## src/include/bwp_pkg.sv

```systemverilog
// package: bus cycle timing constants and command carrier
`default_nettype none
package bwp_pkg;
  // ************************************************************
  // widths and timing
  // ************************************************************
  localparam int ADDR_W = 32;
  localparam int DATA_W = 32;
  localparam int CLK_PERIOD_NS = 50;
  // zero-wait cycle is two clocks, one wait state adds one clock
  localparam int ZERO_WAIT_CLKS = 2;
  localparam int WAIT_STATE_CLKS = 1;
  // ************************************************************
  // reset values of bus pins
  // ************************************************************
  localparam logic RST_STROBE_N = 1'h1;
  localparam logic [ADDR_W-1:0] RST_ADDR = 32'hffffffff;
  localparam logic [DATA_W-1:0] RST_DATA = 32'h00000000;
  // ************************************************************
  // types
  // ************************************************************
  typedef enum logic [1:0] {
    BWP_IDLE,
    BWP_T1,
    BWP_T2
  } bwp_state_t;
  typedef struct packed {
    logic [ADDR_W-1:0] addr;
    logic write;
    logic mem_io;
    logic [DATA_W-1:0] wdata;
  } bwp_cmd_t;
  localparam bwp_cmd_t RST_CMD = '{addr: RST_ADDR, write: 1'h0,
                                   mem_io: 1'h0, wdata: RST_DATA};
endpackage : bwp_pkg
`default_nettype wire

```

## src/logic/bwp_bus_ctrl.sv

```systemverilog
// processor-side bus cycle sequencer with wait states and pipelining
`default_nettype none
module bwp_bus_ctrl (
  input wire logic CLOCK, // processor clock
  input wire logic RST_N, // synchronous reset, active low
  input wire logic REQ_VALID, // core offers a bus request
  input wire bwp_pkg::bwp_cmd_t REQ_CMD, // request address, kind, data
  output logic REQ_READY, // request slot free
  output logic DONE, // one-clock pulse per finished cycle
  output logic [bwp_pkg::DATA_W-1:0] RD_DATA, // read data of done cycle
  output logic [bwp_pkg::ADDR_W-1:0] ADDR, // address pins
  output logic WRITE, // write/read status pin
  output logic MEM_IO, // memory/io status pin
  output logic ADDRESS_STROBE_N, // address strobe, active low
  input wire logic READY_N, // cycle acknowledge, active low
  input wire logic NEXT_ADDRESS_REQUEST_N, // pipeline request, active low
  input wire logic [bwp_pkg::DATA_W-1:0] DATA_IN, // data pins in
  output logic [bwp_pkg::DATA_W-1:0] DATA_OUT, // data pins out
  output logic DATA_OE, // data pin drive enable
  output logic BUS_BUSY // a bus cycle is in progress
);
  // ************************************************************
  // state
  // ************************************************************
  bwp_pkg::bwp_state_t state_r;
  bwp_pkg::bwp_state_t state_nxt;
  bwp_pkg::bwp_cmd_t pend_r;
  logic pend_v_r;
  logic pend_v_nxt;
  bwp_pkg::bwp_cmd_t cur_r;
  bwp_pkg::bwp_cmd_t cur_nxt;
  bwp_pkg::bwp_cmd_t next_r;
  logic pipe_r;
  logic accept;
  logic in_t2;
  logic complete;
  logic issue_pipe;
  logic issue_fresh;
  logic issue;

  // ************************************************************
  // cycle decode
  // ************************************************************
  assign accept = REQ_READY && REQ_VALID;
  assign in_t2 = (state_r == bwp_pkg::BWP_T2);
  // cycle ends on acknowledge in T2; else one more wait clock
  assign complete = in_t2 && !READY_N;
  // early issue only with a request already held and no pipe yet
  assign issue_pipe = in_t2 && READY_N && !NEXT_ADDRESS_REQUEST_N
                      && !pipe_r && pend_v_r;
  // from idle the address goes out in its own T1
  assign issue_fresh = pend_v_r && ((state_r == bwp_pkg::BWP_IDLE)
                       || (complete && !pipe_r));
  assign issue = issue_pipe || issue_fresh;
  assign pend_v_nxt = (pend_v_r && !issue) || accept;

  always_comb
  begin
    state_nxt = state_r;
    cur_nxt = cur_r;
    unique case (state_r)
      bwp_pkg::BWP_IDLE:
      begin
        if (issue_fresh)
        begin
          state_nxt = bwp_pkg::BWP_T1;
          cur_nxt = pend_r;
        end
      end
      bwp_pkg::BWP_T1:
      begin
        state_nxt = bwp_pkg::BWP_T2;
      end
      bwp_pkg::BWP_T2:
      begin
        if (complete)
        begin
          if (pipe_r)
          begin
            // pipelined cycle skips T1, address already out
            state_nxt = bwp_pkg::BWP_T2;
            cur_nxt = next_r;
          end
          else if (issue_fresh)
          begin
            // not pipelined: plain T1 timing
            state_nxt = bwp_pkg::BWP_T1;
            cur_nxt = pend_r;
          end
          else
          begin
            state_nxt = bwp_pkg::BWP_IDLE;
          end
        end
      end
    endcase
  end

  // ************************************************************
  // sequencer registers
  // ************************************************************
  always_ff @(posedge CLOCK)
  begin
    if (!RST_N)
    begin
      state_r <= bwp_pkg::BWP_IDLE;
      cur_r <= bwp_pkg::RST_CMD;
    end
    else
    begin
      state_r <= state_nxt;
      cur_r <= cur_nxt;
    end
  end

  // pipelined address held until its cycle takes over
  always_ff @(posedge CLOCK)
  begin
    if (!RST_N)
    begin
      pipe_r <= 1'h0;
      next_r <= bwp_pkg::RST_CMD;
    end
    else if (issue_pipe)
    begin
      pipe_r <= 1'h1;
      next_r <= pend_r;
    end
    else if (complete)
    begin
      pipe_r <= 1'h0;
    end
  end

  // ************************************************************
  // request slot
  // ************************************************************
  always_ff @(posedge CLOCK)
  begin
    if (!RST_N)
    begin
      pend_v_r <= 1'h0;
      pend_r <= bwp_pkg::RST_CMD;
      REQ_READY <= 1'h0;
    end
    else
    begin
      pend_v_r <= pend_v_nxt;
      REQ_READY <= !pend_v_nxt;
      if (accept)
      begin
        pend_r <= REQ_CMD;
      end
    end
  end

  // ************************************************************
  // address and status pins
  // ************************************************************
  always_ff @(posedge CLOCK)
  begin
    if (!RST_N)
    begin
      ADDRESS_STROBE_N <= bwp_pkg::RST_STROBE_N;
      ADDR <= bwp_pkg::RST_ADDR;
      WRITE <= 1'h0;
      MEM_IO <= 1'h0;
    end
    else
    begin
      ADDRESS_STROBE_N <= !issue;
      if (issue)
      begin
        ADDR <= pend_r.addr;
        WRITE <= pend_r.write;
        MEM_IO <= pend_r.mem_io;
      end
    end
  end

  // ************************************************************
  // data pins and completion
  // ************************************************************
  always_ff @(posedge CLOCK)
  begin
    if (!RST_N)
    begin
      DATA_OUT <= bwp_pkg::RST_DATA;
      DATA_OE <= 1'h0;
      DONE <= 1'h0;
      RD_DATA <= bwp_pkg::RST_DATA;
      BUS_BUSY <= 1'h0;
    end
    else
    begin
      DATA_OUT <= cur_nxt.wdata;
      DATA_OE <= cur_nxt.write && (state_nxt != bwp_pkg::BWP_IDLE);
      DONE <= complete;
      BUS_BUSY <= (state_nxt != bwp_pkg::BWP_IDLE);
      if (complete && !cur_r.write)
      begin
        RD_DATA <= DATA_IN;
      end
    end
  end
endmodule : bwp_bus_ctrl
`default_nettype wire

```

## config.mk

```make
export PLATFORM = sky130hd
export DESIGN_NAME = bwp_bus_ctrl
export DESIGN_NICKNAME = d
export VERILOG_FILES = /design/src/include/bwp_pkg.sv /design/src/logic/bwp_bus_ctrl.sv
export SDC_FILE = /design/constraint.sdc
export NUM_CORES = 1
export LEC_CHECK = 0
export BUFFER_PORTS_ARGS = -buffer_cell sky130_fd_sc_hd__clkbuf_2
export CORE_ASPECT_RATIO = 1.2
export CORE_MARGIN = 2
export CORE_UTILIZATION = 35
export DETAILED_ROUTE_END_ITERATION = 16
export GPL_ROUTABILITY_DRIVEN = 0
export HOLD_SLACK_MARGIN = 0.05
export PLACE_DENSITY_LB_ADDON = 0.05
export SETUP_SLACK_MARGIN = 0.05
export SLEW_MARGIN = 25
export SYNTH_ARGS = -nofsm -noshare
export SYNTH_HDL_FRONTEND = slang
export SYNTH_SLANG_ARGS = --single-unit
```

## constraint.sdc

```tcl
create_clock -name CLOCK -period 1.99 [get_ports CLOCK]
set_clock_uncertainty 0.05 [all_clocks]
set_input_delay 0 -clock CLOCK [delete_from_list [all_inputs] [get_ports CLOCK]]
set_output_delay 0 -clock CLOCK [all_outputs]
set_load 0.02 [all_outputs]
```

==> impl_metrics.csv, run 1 <==
group,metric,value,unit
worst_setup_path,cp.arrival,2.23,ns
timing,rsz0062_at_grt,"yes",
die,start_util,0.358,
timing,fin_crit_sh,0.945,
worst_setup_path,crit_buf_inv,3,
synth,syn_avg_cell_area,8.42,sq um
routing,route.vias.total,7384,
synth,ys.flop_type,"dfxtp_1",
timing,setup_viol,0,
final_layout,drive_gt1_frac,0.222,
placed_design,dpl.cell_count,1321,
status,outcome,"finished clean",
timing,slew_headroom,0.561,
power,powerDensity,911,nW/um^2
routing,vias_per_cell,4.83,
synth,ys_seq_area_frac,0.530,
die,die_area,23600,sq um
power,vdd_drop_max,0.000577,V
clock_tree,clk_pin_slew_worst_paths,0.06,ns
worst_setup_path,slowest_stage,"dfxtp_2",
routing,wl_per_cell,15.7,um
placed_design,dp_hpwl,13.1,mm
routing,drc,0,
routing,antenna_left,0,
die,std_cell_rows,59,
worst_setup_path,cp_top_family,"compound AO/OA/AOI/OAI gates",
worst_setup_path,critPathCaptureType,"flop",
final_layout,fillers,2155,
timing,hold_viol_final,0,
worst_setup_path,r2r-end,"DATA_OUT[7]",
die,die_x,140,um
timing,min_period,1.88,ns
worst_setup_path,worstPathRequired,2.34,ns
clock_tree,clock_path_buffers,3,
die,io_pins,206,
routing,wirelength,24.1,mm
final_layout,stdcell_count,1528,
timing,drv_slew,0,
hold_path,hold_class,"input pin to flop",
grt,grt_max_degree,107,
timing,hold_ws,0.0653,ns
worst_setup_path,worstReg2RegStart,"state_r[1]",
worst_setup_path,crit_fanout,8,
grt,grt_pass1_wl,37.9,mm
power,power.total,10.4,mW
synth,synth-edff-count,0,
synth,yosys_warnings,0,
clock_tree,clkLatencyLatePin,0.51,ns
grt,overflow,0,
power,p_leak,4.97,nW
synth,netlist_area,7820,sq um
clock_tree,clock_sinks,207,
hold_path,min_from,"REQ_VALID",
timing,worstMarginPinSlew,0.658,ns
worst_setup_path,ff2ff_setup_slack,0.11,ns
timing,fmax,532,MHz
worst_setup_path,critical_path.max_stage_delay,0.37,ns
final_layout,final_nets,1349,
clock_tree,cts_buffers,23,
flow_run,maxCapViolations,0,
worst_setup_path,start_kind,"flop",
clock_tree,cts_tree,"built",
synth,synth_fp_nets,1035,
hold_path,holdPathEnd,"pend_r[56]",
grt,grt_usage,0.193,
hold_path,hold_depth,5,
placed_design,port_buffers,205,
die,core_area,21900,sq um
synth,synth_async_sr_flop_share,0,
synth,ys_types,37,
routing,drt_iter0_drc,360,
final_layout,area_growth,45.4,%
worst_setup_path,worstPathCellList,"inv_1 -> ha_1 -> buf_4 -> o21a_2 -> clkbuf_16 -> a32o_1 -> a21o_1",
clock_tree,root_buffer,"clkbuf_16",
grt,antenna_found_initial,0,
routing,first_pass_iters,5,
final_layout,diodes,0,
clock_tree,h-tree-depth,1,
synth,synthCells,929,
synth,ys_ff_latch,207,
grt,first_global_vias,7592,
worst_setup_path,worstRegToRegCells,7,
die,die_h,168,um
worst_setup_path,path_class,"flop to flop",
==> worst max-delay path by stage <==
stage	startpoint	end	cells past startpoint
final	state_r[1]	DATA_OUT[7]	7
after global routing	state_r[1]	DATA_OUT[29]	7
after CTS	state_r[0]	DATA_OUT[6]	8
after detailed placement	state_r[0]	DATA_OUT[8]	6
after global placement	state_r[0]	DATA_OUT[26]	6
after floorplan	state_r[0]	DATA_OUT[25]	9
==> worst register-to-register path: stages (launching register included) <==
cell	delay [ns]
dfxtp_2	0.37
inv_1	0.08
ha_1	0.21
buf_4	0.17
o21a_2	0.29
clkbuf_16	0.21
a32o_1	0.26
a21o_1	0.15
==> per-layer routing <==
metal  track usage  part of all wire
met5             0                 0
met4        0.0426             0.015
met3        0.0384             0.054
met2         0.354              0.51
met1         0.232              0.42
==> per-stage QoR <==
stage          TNS (ns)   util  instance area [sq um]  worst slack (ns)
2_1_floorplan         0      -                   7820             0.153
4_1_cts               0  0.515                  11200            0.0777
6_report              0  0.521                  11400             0.109
3_3_place_gp      -1.61  0.408                   8910           -0.0564
5_1_grt               0  0.521                  11400            0.0285
3_5_place_dp      -1.99  0.408                   8910           -0.0718
==> synthesized netlist by cell type (all sizes together) (3+ instances only) <==
master  instances  area, sq um
inv             4         15.0
and3            3         18.8
nor3            3         15.0
o21ai          35          175
nand2b          3         18.8
buf            73          470
a32o           32          320
nand2         267         1000
nor2b           3         26.3
nor2            4         15.0
a21o           33          248
nand3         100          500
clkbuf         37          139
dfxtp         207         4140
ha              3         37.5
a21oi         107          551
==> cell type report <==
class	instances	area, sq um	share of cell area
sequential	207	4150	0.365
clock inverter	5	53.8	0.00473
timing repair buffer	398	3100	0.272
tap	274	343	0.0301
clock buffer	31	616	0.0541
inverter	4	16.3	0.00143
multi-input combinational	609	3100	0.273
==> flip-flops by register name, indices dropped and copies added (netlist names), 2 cells and up <==
signal and cells:
pend_r 66, DATA_OUT 32, ADDR 32, RD_DATA 32, next_r 33, state_r 2
==> report_power, final <==
group          internal, mW  total [mW]  switching, mW
combinational         0.833        1.96           1.13
sequential             4.36        4.48          0.123
clock                  2.28        3.92           1.64
==> timing repair <==
item                                    CTS  global route
hold buffers                            165             0
gates resized for setup                   2             7
cloned                                    1             4
pin swaps                                 1            10
endpoints found under the setup margin   32            58
hold endpoints to repair                105             0
setup buffers                             0             1
==> cell usage in the layout (no fill, tap or decap), types with 4 or more instances in the layout <==
cell / count
o21ai_0: 30
clkbuf_16: 26
a21o_1: 33
clkbuf_1: 7
o21ai_1: 5
clkinv_2: 4
dlygate4sd3_1: 165
buf_4: 11
buf_12: 12
dfxtp_1: 204
a32o_1: 32
nand2_1: 266
clkbuf_2: 205
nand3_1: 100
a21oi_1: 105
==> kinds of logic after synthesis <==
logic type      Yosys count  share of synthesized area
fa+ha+maj                 3                    0.00480
simple gates            391                      0.213
buf+inv                 114                     0.0798
compound gates          213                      0.172
mux                       1                    0.00144
flops                   207                      0.530
(Power assumes the default switching activity.)
==> inputs of run 2 (changes only) <==
--- a/config.mk
+++ b/config.mk
@@ -5,7 +5,7 @@
 export SDC_FILE = /design/constraint.sdc
 export NUM_CORES = 1
 export LEC_CHECK = 0
-export BUFFER_PORTS_ARGS = -buffer_cell sky130_fd_sc_hd__clkbuf_2
+export BUFFER_PORTS_ARGS = -buffer_cell sky130_fd_sc_hd__buf_4
 export CORE_ASPECT_RATIO = 1.2
 export CORE_MARGIN = 2
 export CORE_UTILIZATION = 35
==> constraint.sdc (replaced) <==
create_clock -name CLOCK -period 1.9 [get_ports CLOCK]
set_clock_uncertainty 0.05 [all_clocks]
set_input_delay 0 -clock CLOCK [delete_from_list [all_inputs] [get_ports CLOCK]]
set_output_delay 0 -clock CLOCK [all_outputs]
set_load 0.02 [all_outputs]
==> impl_metrics.csv, run 2 (same netlist as run 1, synthesis figures left out) <==
group,metric,value,unit
final_layout,final_nets,1301,
timing,hold_viol_final,0,
die,io_pins,206,
final_layout,postLayoutCoreUtil,0.521,
die,die_area,23600,sq um
timing,drv_slew,0,
power,swShare,0.268,
worst_setup_path,worstRegToRegCells,7,
worst_setup_path,worstPathRequired,2.24,ns
power,p_switching,2.98,mW
routing,wirelength,22.5,mm
power,p_leak,4.91,nW
clock_tree,clock_sinks,207,
timing,slew_headroom,0.556,
timing,worstMarginPinSlew,0.666,ns
final_layout,mostFrequentLayoutCells,"nand2_1, buf_4, dfxtp_1",
final_layout,fillers,2114,
clock_tree,clkLatencyLatePin,0.51,ns
hold_path,hold_class,"input pin to flop",
final_layout,largest_reg_flops,66,
final_layout,multi_input_area,3080,sq um
worst_setup_path,critPathCaptureType,"flop",
hold_path,hold_depth,4,
routing,vias_per_cell,4.83,
timing,min_period,1.74,ns
final_layout,layout_commonest_cell,"nand2_1",
clock_tree,clock_path_buffers,3,
placed_design,preCtsSetupSlack,0.108,ns
power,power.total,11.1,mW
grt,antenna_found_initial,0,
final_layout,top_regs,"pend_r: 66 flops, next_r: 33 flops",
timing,hold_ws,0.179,ns
final_layout,diodes,0,
placed_design,dp_hpwl,13.5,mm
routing,route.vias.total,7164,
flow_run,maxCapViolations,0,
worst_setup_path,crit_fanout,32,
worst_setup_path,path_class,"flop to flop",
timing,setup_tns,0,ns
power,combPwrFrac,0.181,
grt,grt_max_degree,107,
grt,grt_usage,0.185,
power,vdd_drop_max,0.000695,V
timing,layout_setup_ws,0.155,ns
grt,overflow,0,
timing,fin_crit_sh,0.918,
power,p_int,8.12,mW
worst_setup_path,start_kind,"flop",
timing,rsz0062_at_grt,"no",
final_layout,top_register,"pend_r",
final_layout,area_growth,45.6,%
worst_setup_path,cp.arrival,2.08,ns
placed_design,port_buffers,205,
die,die_h,168,um
routing,antenna_left,0,
final_layout,regArea,4140,sq um
clock_tree,cts_tree,"built",
timing,fmax,573,MHz
routing,first_pass_iters,4,
grt,first_global_vias,6964,
die,core_area,21900,sq um
clock_tree,root_buffer,"clkbuf_16",
timing,setup_viol,0,
clock_tree,cts_buffers,23,
clock_tree,h-tree-depth,1,
power,p_clk_frac,0.397,
die,die_x,140,um
final_layout,drive_gt1_frac,0.232,
routing,drt_iter0_drc,340,
grt,grt_pass1_wl,36.0,mm
clock_tree,clk_pin_slew_worst_paths,0.06,ns
status,outcome,"finished clean",
die,std_cell_rows,59,
die,start_util,0.358,
routing,drc,0,
power,powerDensity,974,nW/um^2
routing,wl_per_cell,15.1,um
power,seqPwrFrac,0.423,
## run 2: cell types whose count changed in the layout (fill, tap and decap cells not counted), sizes merged
cell | before | now
buf | 25 | 233
clkbuf | 239 | 35
a21oi | 108 | 107
dlygate4sd3 | 165 | 118
## run 2: power groups by stage
| stage | clock [mW] | combinational [mW] | sequential, mW |
|---|---|---|---|
| 2_1_floorplan | 0 | 0.911 | 4.89 |
| 3_3_place_gp | 0 | 1.82 | 4.78 |
| 3_5_place_dp | 0 | 1.82 | 4.78 |
| 4_1_cts | 4.53 | 2.02 | 4.69 |
| 5_1_grt | 4.75 | 2.20 | 4.71 |
| 6_report | 4.40 | 2.00 | 4.69 |
## run 2: final cells by class
| type | count | area share |
|---|---|---|
| sequential | 207 | 0.364 |
| multi-input combinational | 608 | 0.270 |
| timing repair buffer | 351 | 0.268 |
| clock buffer | 35 | 0.0615 |
| tap | 274 | 0.0301 |
| clock inverter | 5 | 0.00472 |
| inverter | 4 | 0.00143 |
## run 2: path summary, 6_finish.rpt
kind | end | from | slack [ns]
setup reg to reg | DATA_OUT[0] | state_r[0] | 0.16
setup / recovery | DATA_OUT[0] | state_r[0] | 0.16
hold reg to reg | RD_DATA[3] | RD_DATA[3] | 0.40
hold / removal | pend_r[63] | REQ_CMD[63] | 0.18
## run 2: per-stage QoR
stage               instance area, sq um  cells
global placement                    9450   1326
global route                       11400   1484
finish                             11400   1484
floorplan                           7820    929
detailed placement                  9450   1326
CTS                                11400   1484
## run 2: timing repair
item / 4_1_cts / 5_1_grt
endpoints found under the hold margin: 109 / 0
endpoints found under the setup margin: 0 / 97
buffers inserted: 0 / 0
hold buffers: 118 / 0
gates resized for setup: 0 / 4
## run 2: worst max-delay path, stage by stage, from the launching register on
cell	delay (ns)
dfxtp_1	0.32
inv_1	0.06
ha_2	0.22
nor3b_1	0.14
o21a_1	0.21
buf_12	0.19
a32o_1	0.27
a21o_1	0.14
## run 2: layer usage
layer	track usage	vias up	wire length, um
met5	0	-	0
met4	0.0474	0	462
met3	0.0424	32	1220
met2	0.324	149	11100
met1	0.229	3340	9630
li1	-	3643	-
